## config.mk

```make
export PLATFORM = sky130hd
export DESIGN_NAME = gpcfg_top
export DESIGN_NICKNAME = d
export VERILOG_FILES = /design/src/rtl/gpcfg_top.v /design/src/rtl/gpcfg_filter.v
export VERILOG_INCLUDE_DIRS = /design/src /design/src/include
export SDC_FILE = /design/constraint.sdc
export NUM_CORES = 2
export LEC_CHECK = 0
export BUFFER_PORTS_ARGS = -buffer_cell sky130_fd_sc_hd__buf_4
export CORE_UTILIZATION = 47
export CTS_BUF_LIST = sky130_fd_sc_hd__clkbuf_16
export DETAILED_ROUTE_END_ITERATION = 10
export MAX_ROUTING_LAYER = met4
export PLACE_DENSITY = 0.66
export SLEW_MARGIN = 20
export SYNTH_ARGS = -nofsm -noshare
export SYNTH_HDL_FRONTEND = slang
export SYNTH_SLANG_ARGS = --single-unit
```

## constraint.sdc

```tcl
create_clock -name i_sys_clk -period 8.8 [get_ports i_sys_clk]
set_input_delay 1.32 -clock i_sys_clk [delete_from_list [all_inputs] [get_ports i_sys_clk]]
set_output_delay 1.32 -clock i_sys_clk [all_outputs]
set_load 0.01 [all_outputs]
```

## src/include/gpcfg_regs.vh

```
`ifndef GPCFG_REGS_VH
`define GPCFG_REGS_VH

// ----------------------------------------------------------------
// Register map (indices; byte address is four times the index)
// ----------------------------------------------------------------
`define GPCFG_OCFG_BASE 16'ha100
`define GPCFG_ICFG_BASE 16'ha110
`define GPCFG_MFS_BASE 16'ha120
`define GPCFG_PINS 16

// ----------------------------------------------------------------
// Reset values
// ----------------------------------------------------------------
`define GPCFG_OCFG_RST 8'h00
`define GPCFG_ICFG_RST 8'h00
`define GPCFG_MFS_RST 8'h00

// ----------------------------------------------------------------
// Output configuration fields
// ----------------------------------------------------------------
`define GPCFG_O_INV 7
`define GPCFG_O_HS 6
`define GPCFG_O_LS 5
`define GPCFG_O_OPOL 4
`define GPCFG_O_ANB 3
`define GPCFG_O_ANA 2
`define GPCFG_O_PU 1
`define GPCFG_O_PD 0

// ----------------------------------------------------------------
// Input configuration fields
// ----------------------------------------------------------------
`define GPCFG_I_LB 7
`define GPCFG_I_LA 6
`define GPCFG_I_RISE 5
`define GPCFG_I_FALL 4
`define GPCFG_I_INBUF 3
`define GPCFG_I_CHK 2
`define GPCFG_I_FILT 1
`define GPCFG_I_RAW 0

// ----------------------------------------------------------------
// Timing counts
// ----------------------------------------------------------------
`define GPCFG_FILT_OFF 2'b00
`define GPCFG_FILT_4 2'b01
`define GPCFG_FILT_16 2'b10
`define GPCFG_CNT_4 7'h04
`define GPCFG_CNT_16 7'h10
`define GPCFG_CNT_64 7'h40
`define GPCFG_CHK_DELAY 3

`endif

```

## src/rtl/gpcfg_top.v

```verilog
// Local design decision: register access over Avalon-MM.
`include "gpcfg_regs.vh"
// Summary of operation
// - Analog mux A control connects pin to analog path A; resets off.
// - Pull-up control attaches the pull-up resistor; resets off.
// - Pull-down control attaches the pull-down resistor; resets off.
// - Each input config register holds enables for interrupt lines A and B.
// - Rising edge sets rise flag if rise enable and a line enable are set; writing rise enable 0 clears it.
// - Falling edge sets fall flag if fall enable and a line enable are set; writing fall enable 0 clears it.
// - Input buffer enable gates pin input; disabled buffer outputs 0.
// - Each output change compares against input three cycles later; mismatch flags.
// - Drive-check mismatch interrupts only when a line enable is set.
// - Writing drive-check enable 0 disables check and clears its flag.
// - Filtered status shows debounced input feeding interrupts and port data.
// - Raw status shows input buffer output before the filter.
// - Filter select: off, 4, 16 or 64 slow oscillator periods.
// - Sixteen byte-wide input config registers at their base, reset 0x00.
// - Per-port function select registers, read/write, reset 0x00.
// - During and after reset both output drivers are off.
// - Edge logic captures rising and falling edges of filtered input.
// - Input invert bit reverses the input level.
// - Separate enables turn on high-side and low-side drivers; reset off.
module gpcfg_top (
   input wire i_sys_clk,
   input wire i_rst,
   input wire [17:0] i_avs_address,
   input wire i_avs_read,
   input wire i_avs_write,
   input wire [31:0] i_avs_writedata,
   input wire [3:0] i_avs_byteenable,
   output reg [31:0] o_avs_readdata,
   output reg o_avs_waitrequest,
   input wire [15:0] i_pin_in,
   output reg [15:0] o_pin_out,
   output reg [15:0] o_pin_oe,
   input wire [15:0] i_port_out_data,
   input wire i_slow_osc_clk,
   output wire [15:0] o_pullup_on,
   output wire [15:0] o_pulldown_on,
   output wire [15:0] o_analog_mux_a_on,
   output wire [15:0] o_analog_mux_b_on,
   output wire [15:0] o_input_buffer_on,
   output wire [15:0] o_filtered_level,
   output reg [127:0] o_function_select_value,
   output reg o_pin_irq_line_a,
   output reg o_pin_irq_line_b
);

   // ----------------------------------------------------------------
   // Configuration storage
   // ----------------------------------------------------------------
   reg [15:0] input_invert_reg;
   reg [15:0] high_side_drive_on_reg;
   reg [15:0] low_side_drive_on_reg;
   reg [15:0] out_invert_reg;
   reg [15:0] analog_mux_b_on_reg;
   reg [15:0] analog_mux_a_on_reg;
   reg [15:0] pullup_on_reg;
   reg [15:0] pulldown_on_reg;
   reg [15:0] pin_irq_line_b_on_reg;
   reg [15:0] pin_irq_line_a_on_reg;
   reg [15:0] rise_edge_irq_on_reg;
   reg [15:0] fall_edge_irq_on_reg;
   reg [15:0] input_buffer_on_reg;
   reg [15:0] drive_check_on_reg;
   reg [31:0] filter_time_sel_reg;

   // ----------------------------------------------------------------
   // Hardware state
   // ----------------------------------------------------------------
   reg [15:0] rise_edge_flag_reg;
   reg [15:0] fall_edge_flag_reg;
   reg [15:0] drive_check_flag_reg;
   reg [15:0] pin_s1_reg;
   reg [15:0] pin_s2_reg;
   reg osc_s1_reg;
   reg osc_s2_reg;
   reg osc_s3_reg;
   reg slow_osc_tick_reg;
   reg [15:0] filt_prev_reg;
   reg [15:0] drv_prev_reg;
   reg [15:0] chk_pipe_reg [0:`GPCFG_CHK_DELAY-1];
   reg [15:0] exp_pipe_reg [0:`GPCFG_CHK_DELAY-1];
   reg [7:0] rd_next;

   wire [15:0] filtered_level;
   wire [15:0] raw_level;
   wire [15:0] in_level;
   wire [15:0] rise_evt;
   wire [15:0] fall_evt;
   wire [15:0] line_any_on;
   wire [15:0] mismatch;
   wire [15:0] rise_clr;
   wire [15:0] fall_clr;
   wire [15:0] chk_clr;
   wire [15:0] drv_next;
   wire [15:0] oe_next;
   wire [15:0] flag_any;
   wire [15:0] pin_sel;
   wire [15:0] reg_idx;
   wire [3:0] sel_idx;
   wire [7:0] wd;
   wire req;
   wire wr_go;
   wire hit_ocfg;
   wire hit_icfg;
   wire hit_mfs;
   integer i;
   integer j;
   genvar g;

   // ----------------------------------------------------------------
   // Address decode
   // ----------------------------------------------------------------
   function in_blk;
      input [15:0] idx;
      input [15:0] base;
      begin
         in_blk = (idx[15:4] == base[15:4]);
      end
   endfunction

   assign reg_idx = i_avs_address[17:2];
   assign hit_ocfg = in_blk(reg_idx, `GPCFG_OCFG_BASE);
   assign hit_icfg = in_blk(reg_idx, `GPCFG_ICFG_BASE);
   assign hit_mfs = in_blk(reg_idx, `GPCFG_MFS_BASE);
   assign sel_idx = reg_idx[3:0];
   assign pin_sel = 16'h0001 << sel_idx;
   assign req = i_avs_read | i_avs_write;
   assign wr_go = i_avs_write & ~o_avs_waitrequest & i_avs_byteenable[0];
   assign wd = i_avs_writedata[7:0];

   // ----------------------------------------------------------------
   // Bus handshake
   // ----------------------------------------------------------------
   // One wait cycle per access keeps read data coming from a flop
   always @(posedge i_sys_clk) begin
      if (i_rst) begin
         o_avs_waitrequest <= 1'b1;
         o_avs_readdata <= 32'h0000_0000;
      end else begin
         o_avs_waitrequest <= ~(req & o_avs_waitrequest);
         if (i_avs_read & o_avs_waitrequest) begin
            o_avs_readdata <= {24'h00_0000, rd_next};
         end
      end
   end

   // ----------------------------------------------------------------
   // Read mux
   // ----------------------------------------------------------------
   always @* begin
      rd_next = 8'h00;
      if (hit_ocfg) begin
         rd_next[`GPCFG_O_INV] = input_invert_reg[sel_idx];
         rd_next[`GPCFG_O_HS] = high_side_drive_on_reg[sel_idx];
         rd_next[`GPCFG_O_LS] = low_side_drive_on_reg[sel_idx];
         rd_next[`GPCFG_O_OPOL] = out_invert_reg[sel_idx];
         rd_next[`GPCFG_O_ANB] = analog_mux_b_on_reg[sel_idx];
         rd_next[`GPCFG_O_ANA] = analog_mux_a_on_reg[sel_idx];
         rd_next[`GPCFG_O_PU] = pullup_on_reg[sel_idx];
         rd_next[`GPCFG_O_PD] = pulldown_on_reg[sel_idx];
      end else if (hit_icfg) begin
         rd_next[`GPCFG_I_LB] = pin_irq_line_b_on_reg[sel_idx];
         rd_next[`GPCFG_I_LA] = pin_irq_line_a_on_reg[sel_idx];
         rd_next[`GPCFG_I_RISE] = rise_edge_flag_reg[sel_idx];
         rd_next[`GPCFG_I_FALL] = fall_edge_flag_reg[sel_idx];
         rd_next[`GPCFG_I_INBUF] = input_buffer_on_reg[sel_idx];
         rd_next[`GPCFG_I_CHK] = drive_check_flag_reg[sel_idx];
         rd_next[`GPCFG_I_FILT] = filtered_level[sel_idx];
         rd_next[`GPCFG_I_RAW] = raw_level[sel_idx];
      end else if (hit_mfs) begin
         rd_next = o_function_select_value[{sel_idx, 3'b000} +: 8];
      end
   end

   // ----------------------------------------------------------------
   // Configuration writes
   // ----------------------------------------------------------------
   always @(posedge i_sys_clk) begin
      if (i_rst) begin
         for (i = 0; i < `GPCFG_PINS; i = i + 1) begin
            {input_invert_reg[i], high_side_drive_on_reg[i], low_side_drive_on_reg[i],
             out_invert_reg[i], analog_mux_b_on_reg[i], analog_mux_a_on_reg[i],
             pullup_on_reg[i], pulldown_on_reg[i]} <= `GPCFG_OCFG_RST;
            {pin_irq_line_b_on_reg[i], pin_irq_line_a_on_reg[i], rise_edge_irq_on_reg[i],
             fall_edge_irq_on_reg[i], input_buffer_on_reg[i], drive_check_on_reg[i],
             filter_time_sel_reg[2*i +: 2]} <= `GPCFG_ICFG_RST;
            o_function_select_value[i*8 +: 8] <= `GPCFG_MFS_RST;
         end
      end else if (wr_go) begin
         if (hit_ocfg) begin
            input_invert_reg[sel_idx] <= wd[`GPCFG_O_INV];
            high_side_drive_on_reg[sel_idx] <= wd[`GPCFG_O_HS];
            low_side_drive_on_reg[sel_idx] <= wd[`GPCFG_O_LS];
            out_invert_reg[sel_idx] <= wd[`GPCFG_O_OPOL];
            analog_mux_b_on_reg[sel_idx] <= wd[`GPCFG_O_ANB];
            analog_mux_a_on_reg[sel_idx] <= wd[`GPCFG_O_ANA];
            pullup_on_reg[sel_idx] <= wd[`GPCFG_O_PU];
            pulldown_on_reg[sel_idx] <= wd[`GPCFG_O_PD];
         end
         if (hit_icfg) begin
            pin_irq_line_b_on_reg[sel_idx] <= wd[`GPCFG_I_LB];
            pin_irq_line_a_on_reg[sel_idx] <= wd[`GPCFG_I_LA];
            rise_edge_irq_on_reg[sel_idx] <= wd[`GPCFG_I_RISE];
            fall_edge_irq_on_reg[sel_idx] <= wd[`GPCFG_I_FALL];
            input_buffer_on_reg[sel_idx] <= wd[`GPCFG_I_INBUF];
            drive_check_on_reg[sel_idx] <= wd[`GPCFG_I_CHK];
            filter_time_sel_reg[{sel_idx, 1'b0} +: 2] <= wd[1:0];
         end
         if (hit_mfs) begin
            o_function_select_value[{sel_idx, 3'b000} +: 8] <= wd;
         end
      end
   end

   assign o_pullup_on = pullup_on_reg;
   assign o_pulldown_on = pulldown_on_reg;
   assign o_analog_mux_a_on = analog_mux_a_on_reg;
   assign o_analog_mux_b_on = analog_mux_b_on_reg;
   assign o_input_buffer_on = input_buffer_on_reg;

   // ----------------------------------------------------------------
   // Input path
   // ----------------------------------------------------------------
   always @(posedge i_sys_clk) begin
      if (i_rst) begin
         pin_s1_reg <= 16'h0000;
         pin_s2_reg <= 16'h0000;
         osc_s1_reg <= 1'b0;
         osc_s2_reg <= 1'b0;
         osc_s3_reg <= 1'b0;
         slow_osc_tick_reg <= 1'b0;
      end else begin
         pin_s1_reg <= i_pin_in;
         pin_s2_reg <= pin_s1_reg;
         osc_s1_reg <= i_slow_osc_clk;
         osc_s2_reg <= osc_s1_reg;
         osc_s3_reg <= osc_s2_reg;
         slow_osc_tick_reg <= osc_s2_reg & ~osc_s3_reg;
      end
   end

   // A disabled buffer reads 0 before any inversion is applied
   assign raw_level = pin_s2_reg & input_buffer_on_reg;
   assign in_level = raw_level ^ input_invert_reg;

   generate
      for (g = 0; g < `GPCFG_PINS; g = g + 1) begin : filt
         gpcfg_filter u_filter (
            .i_sys_clk(i_sys_clk),
            .i_rst(i_rst),
            .i_level(in_level[g]),
            .i_tick(slow_osc_tick_reg),
            .i_sel(filter_time_sel_reg[2*g +: 2]),
            .o_level(filtered_level[g])
         );
      end
   endgenerate

   assign o_filtered_level = filtered_level;

   // ----------------------------------------------------------------
   // Flag helpers
   // ----------------------------------------------------------------
   // Per-pin clear mask of a write of 0 to one enable of the input register
   function [15:0] clr_mask;
      input wr_icfg;
      input en_bit;
      input [15:0] sel;
      begin
         clr_mask = (wr_icfg & ~en_bit) ? sel : 16'h0000;
      end
   endfunction

   // Set wins over clear, so an event in the clearing cycle is never lost
   function [15:0] flag_upd;
      input [15:0] set;
      input [15:0] old;
      input [15:0] clr;
      begin
         flag_upd = set | (old & ~clr);
      end
   endfunction

   // ----------------------------------------------------------------
   // Edge flags
   // ----------------------------------------------------------------
   assign rise_evt = filtered_level & ~filt_prev_reg;
   assign fall_evt = ~filtered_level & filt_prev_reg;
   assign line_any_on = pin_irq_line_a_on_reg | pin_irq_line_b_on_reg;
   assign rise_clr = clr_mask(wr_go & hit_icfg, wd[`GPCFG_I_RISE], pin_sel);
   assign fall_clr = clr_mask(wr_go & hit_icfg, wd[`GPCFG_I_FALL], pin_sel);
   assign chk_clr = clr_mask(wr_go & hit_icfg, wd[`GPCFG_I_CHK], pin_sel);

   // ----------------------------------------------------------------
   // Output drive and check
   // ----------------------------------------------------------------
   assign drv_next = i_port_out_data ^ out_invert_reg;
   assign oe_next = (drv_next & high_side_drive_on_reg) |
                    (~drv_next & low_side_drive_on_reg);
   assign mismatch = chk_pipe_reg[`GPCFG_CHK_DELAY-1] & drive_check_on_reg &
                     (pin_s2_reg ^ exp_pipe_reg[`GPCFG_CHK_DELAY-1]);
   assign flag_any = rise_edge_flag_reg | fall_edge_flag_reg | drive_check_flag_reg;

   // An event in the clearing cycle wins over the clear
   always @(posedge i_sys_clk) begin
      if (i_rst) begin
         filt_prev_reg <= 16'h0000;
         drv_prev_reg <= 16'h0000;
         rise_edge_flag_reg <= 16'h0000;
         fall_edge_flag_reg <= 16'h0000;
         drive_check_flag_reg <= 16'h0000;
         o_pin_out <= 16'h0000;
         o_pin_oe <= 16'h0000;
         o_pin_irq_line_a <= 1'b0;
         o_pin_irq_line_b <= 1'b0;
         for (j = 0; j < `GPCFG_CHK_DELAY; j = j + 1) begin
            chk_pipe_reg[j] <= 16'h0000;
            exp_pipe_reg[j] <= 16'h0000;
         end
      end else begin
         filt_prev_reg <= filtered_level;
         o_pin_out <= drv_next;
         o_pin_oe <= oe_next;
         drv_prev_reg <= o_pin_out;
         chk_pipe_reg[0] <= o_pin_out ^ drv_prev_reg;
         exp_pipe_reg[0] <= o_pin_out;
         for (j = 1; j < `GPCFG_CHK_DELAY; j = j + 1) begin
            chk_pipe_reg[j] <= chk_pipe_reg[j-1];
            exp_pipe_reg[j] <= exp_pipe_reg[j-1];
         end
         rise_edge_flag_reg <= flag_upd(rise_evt & rise_edge_irq_on_reg & line_any_on,
                                        rise_edge_flag_reg, rise_clr);
         fall_edge_flag_reg <= flag_upd(fall_evt & fall_edge_irq_on_reg & line_any_on,
                                        fall_edge_flag_reg, fall_clr);
         drive_check_flag_reg <= flag_upd(mismatch, drive_check_flag_reg, chk_clr);
         o_pin_irq_line_a <= |(flag_any & pin_irq_line_a_on_reg);
         o_pin_irq_line_b <= |(flag_any & pin_irq_line_b_on_reg);
      end
   end

endmodule

```

## src/rtl/gpcfg_filter.v

```verilog
`include "gpcfg_regs.vh"
module gpcfg_filter (
   input wire i_sys_clk,
   input wire i_rst,
   input wire i_level,
   input wire i_tick,
   input wire [1:0] i_sel,
   output reg o_level
);

   reg [6:0] cnt_reg;

   // ----------------------------------------------------------------
   // Tick count needed per selection
   // ----------------------------------------------------------------
   function [6:0] filt_limit;
      input [1:0] sel;
      begin
         case (sel)
            `GPCFG_FILT_4: filt_limit = `GPCFG_CNT_4;
            `GPCFG_FILT_16: filt_limit = `GPCFG_CNT_16;
            default: filt_limit = `GPCFG_CNT_64;
         endcase
      end
   endfunction

   // A new level must stay stable for the selected number of slow ticks
   always @(posedge i_sys_clk) begin
      if (i_rst) begin
         cnt_reg <= 7'h00;
         o_level <= 1'b0;
      end else if (i_sel == `GPCFG_FILT_OFF || i_level == o_level) begin
         cnt_reg <= 7'h00;
         o_level <= i_level;
      end else if (i_tick) begin
         if (cnt_reg + 7'h01 >= filt_limit(i_sel)) begin
            cnt_reg <= 7'h00;
            o_level <= i_level;
         end else begin
            cnt_reg <= cnt_reg + 7'h01;
         end
      end
   end

endmodule

```

==> impl_metrics.toml <==
[floorplan]
num_rows = 98
design.portCount = 382
chipHeight_um = 272
initial_core_util_pct = 47.7
dieArea_um2 = 74000
core_area_um2 = 71900
fp.dieW_um = 272

[worst_setup_path]
critPathArrivalTime_ps = 5530
critPathKind = "in -> reg"
r2r-end = "o_function_select_value[106]"
worstReg2RegStart = "o_avs_waitrequest"
worstSetupStartpointType = "primary input"
crit_required_ps = 9360
endpoint_kind = "flip-flop"
cp_max_fo = 54
rr_worst_depth = 7
r2r_setup_slack_ps = 5710

[logic_synthesis]
syn_area_um2 = 34300
synth_ff_type = "dfxtp_1"
synth_seq_cells = 751
postSynthCellCount = 3891
synth_commonest_cells = "dfxtp_1 (751), nand2_1 (749), a21oi_1 (381)"
yosysTopAreaCellShare_pct = 43.9
seq_area_frac_synth_pct = 43.9
syn_area_per_cell_um2 = 8.81
async_flop_share_pct = 0
yosys.area.top_type = "dfxtp_1"
ys_types = 60
yosysWarningCount = 0
yosys-top-cells-area = "dfxtp_1 (44%), nand2_1 (8.2%), mux4_2 (6.8%)"
yosysMostFrequentCell = "dfxtp_1"
synth-edff-count = 0

[sta]
max_freq_mhz = 201
tightest_slew_ps = 1150
min_period_over_period_pct = 56.4
rsz0062_at_grt = "false"
min_period_ps = 4970
slew_headroom_pct = 23.3
holdWs_ps = 377
setup_tns_ps = 0
hold_viol_final = 0
skew_ps = 59.2
maxSlewViolCount = 0
finalSetupViolations = 0

[placement]
io_buffers = 328
hpwl_um = 79100
gp_congestion = 0.956

[hold_path]
holdPathEnd = "slow_osc_tick_reg"
hold_start = "osc_s3_reg"
min_path_type = "reg -> reg"
whs_path_depth = 1

[cts]
numCtsBuffers = 80
clock_path_buffers = 3
cts_root_buf = "clkbuf_16"
cts.repair.resized = 0
postCtsHoldBufs = 0
cts.clk_slew.worst_paths_ps = 60
cts.htree.levels = 3
cts_setup_buffers = 0
cts_tree = "done"
insertion_delay_ps = 660
cts.sinks = 751

[final_layout]
final_nets = 4292
area_growth_pct = 15.9
drive_gt1_share_pct = 15.1
largest_reg_flops = 128

[power_and_ir_drop]
irDropWorstVdd_mv = 0.155
leakage_nw = 15.2
powerDensity_nw_per_um2 = 179

[drt]
dr.pass1.iters = 6
routed.top_layer = "met4"
drt-initial-drc-count = 3195
vias = 29400
met3RoutedLength_um = 10200
finalWirelength_um = 113000
antenna_left = 0
drc_errors = 0
wl_met2_um = 49600
wire_per_inst_um = 22.1
vias_per_cell = 5.77
drt-met1-wl_um = 47300

[global_route]
grt_pass1_vias = 27000
grt_max_degree = 193
grt_usage_pct = 30.6
grt.overflow.total = 0
grt_pass1_wl_um = 168000
antenna_found_initial = 3

[job]
cap_viol_max_count = 0

[outcome]
status = "completed"
-- area by class of cell --
type	instances	area, um^2
flip-flops and latches	751	15000
fillers	6635	32100
well taps	950	1190
inverters	84	315
diodes	2	5.00
clock inverters	65	613
multi-input cells	2819	17900
clock buffers	80	2000
repair buffers	347	2630
-- critical path, cell delays in order --
cell and delay (ps):
buf_4 630, buf_4 780, ha_1 850, nand3_1 680, nor2_1 850, nand2_1 120
a21oi_1 150
-- worst max path at each step --
stage	start	to	slack, ps	depth (start not counted)
floorplan	i_avs_address[3]	o_function_select_value[20]	4350	14
global placement	i_avs_address[3]	o_function_select_value[6]	3280	9
detailed placement	i_avs_address[3]	o_function_select_value[4]	3270	9
CTS	i_avs_address[3]	o_function_select_value[4]	3950	9
global route	i_avs_address[3]	o_function_select_value[97]	3690	9
finish	i_avs_address[3]	fall_edge_irq_on_reg[14]	3830	7
-- cell families after synthesis --
logic type                 after synthesis  synth area share (%)
and+or+nand+nor                       1658                  22.6
DFF                                    751                  43.9
AOI/OAI and AO/OA                      662                  11.0
buffers and inverters                  344                  4.36
muxes                                  213                  10.0
xor gates and xnor gates               144                  3.85
adders and majority gates              118                  4.31
other                                    1                0.0109
-- metal layers --
| metal | track usage [%] | up-vias |
|---|---|---|
| met5 | - | - |
| met4 | 13.5 | 0 |
| met3 | 6.08 | 286 |
| met2 | 45.2 | 1402 |
| met1 | 40.6 | 14000 |
| li1 | - | 13700 |
-- report_power, final --
group / internal, mW / total (mW) / switching [mW]
Sequential: 3.43 / 3.45 / 0.0182
Combinational: 0.0866 / 0.309 / 0.222
Clock: 1.91 / 3.37 / 1.46
-- metrics by stage --
stage | utilization [%] | cells | setup WS (ps) | total power, mW | cell area (um^2)
2_1_floorplan | - | 3914 | 4350 | 3.71 | 34400
3_3_place_gp | 51.6 | 4951 | 3280 | 3.82 | 37000
3_5_place_dp | 51.6 | 4951 | 3270 | 3.82 | 37000
4_1_cts | 55.2 | 5096 | 3950 | 7.16 | 39700
5_1_grt | 55.3 | 5097 | 3690 | 7.33 | 39700
6_report | 55.3 | 5098 | 3830 | 7.13 | 39700
-- cells in the final DEF, fill, tap and decap left out, drive strengths merged, types with 18 or more instances in the layout --
| cell | Yosys | final |
|---|---|---|
| dfxtp | 751 | 751 |
| and3 | 37 | 37 |
| nand2 | 749 | 749 |
| o21ai | 116 | 116 |
| clkbuf | 167 | 80 |
| inv | 82 | 106 |
| mux2i | 109 | 109 |
| clkinv | 2 | 34 |
| or2 | 38 | 38 |
| nor2 | 253 | 253 |
| nor4 | 19 | 19 |
| mux4 | 104 | 104 |
| or3 | 35 | 35 |
| a22oi | 28 | 28 |
| nand3 | 185 | 185 |
| buf | 93 | 347 |
| ha | 118 | 118 |
| nand2b | 38 | 38 |
| a21oi | 381 | 381 |
| xor2 | 49 | 49 |
| nor3 | 42 | 42 |
| conb | 1 | 24 |
| a31oi | 18 | 18 |
| nor2b | 169 | 169 |
| nand4b | 32 | 32 |
| nand4 | 32 | 32 |
| xnor2 | 91 | 91 |
(Power assumes the default switching activity.)
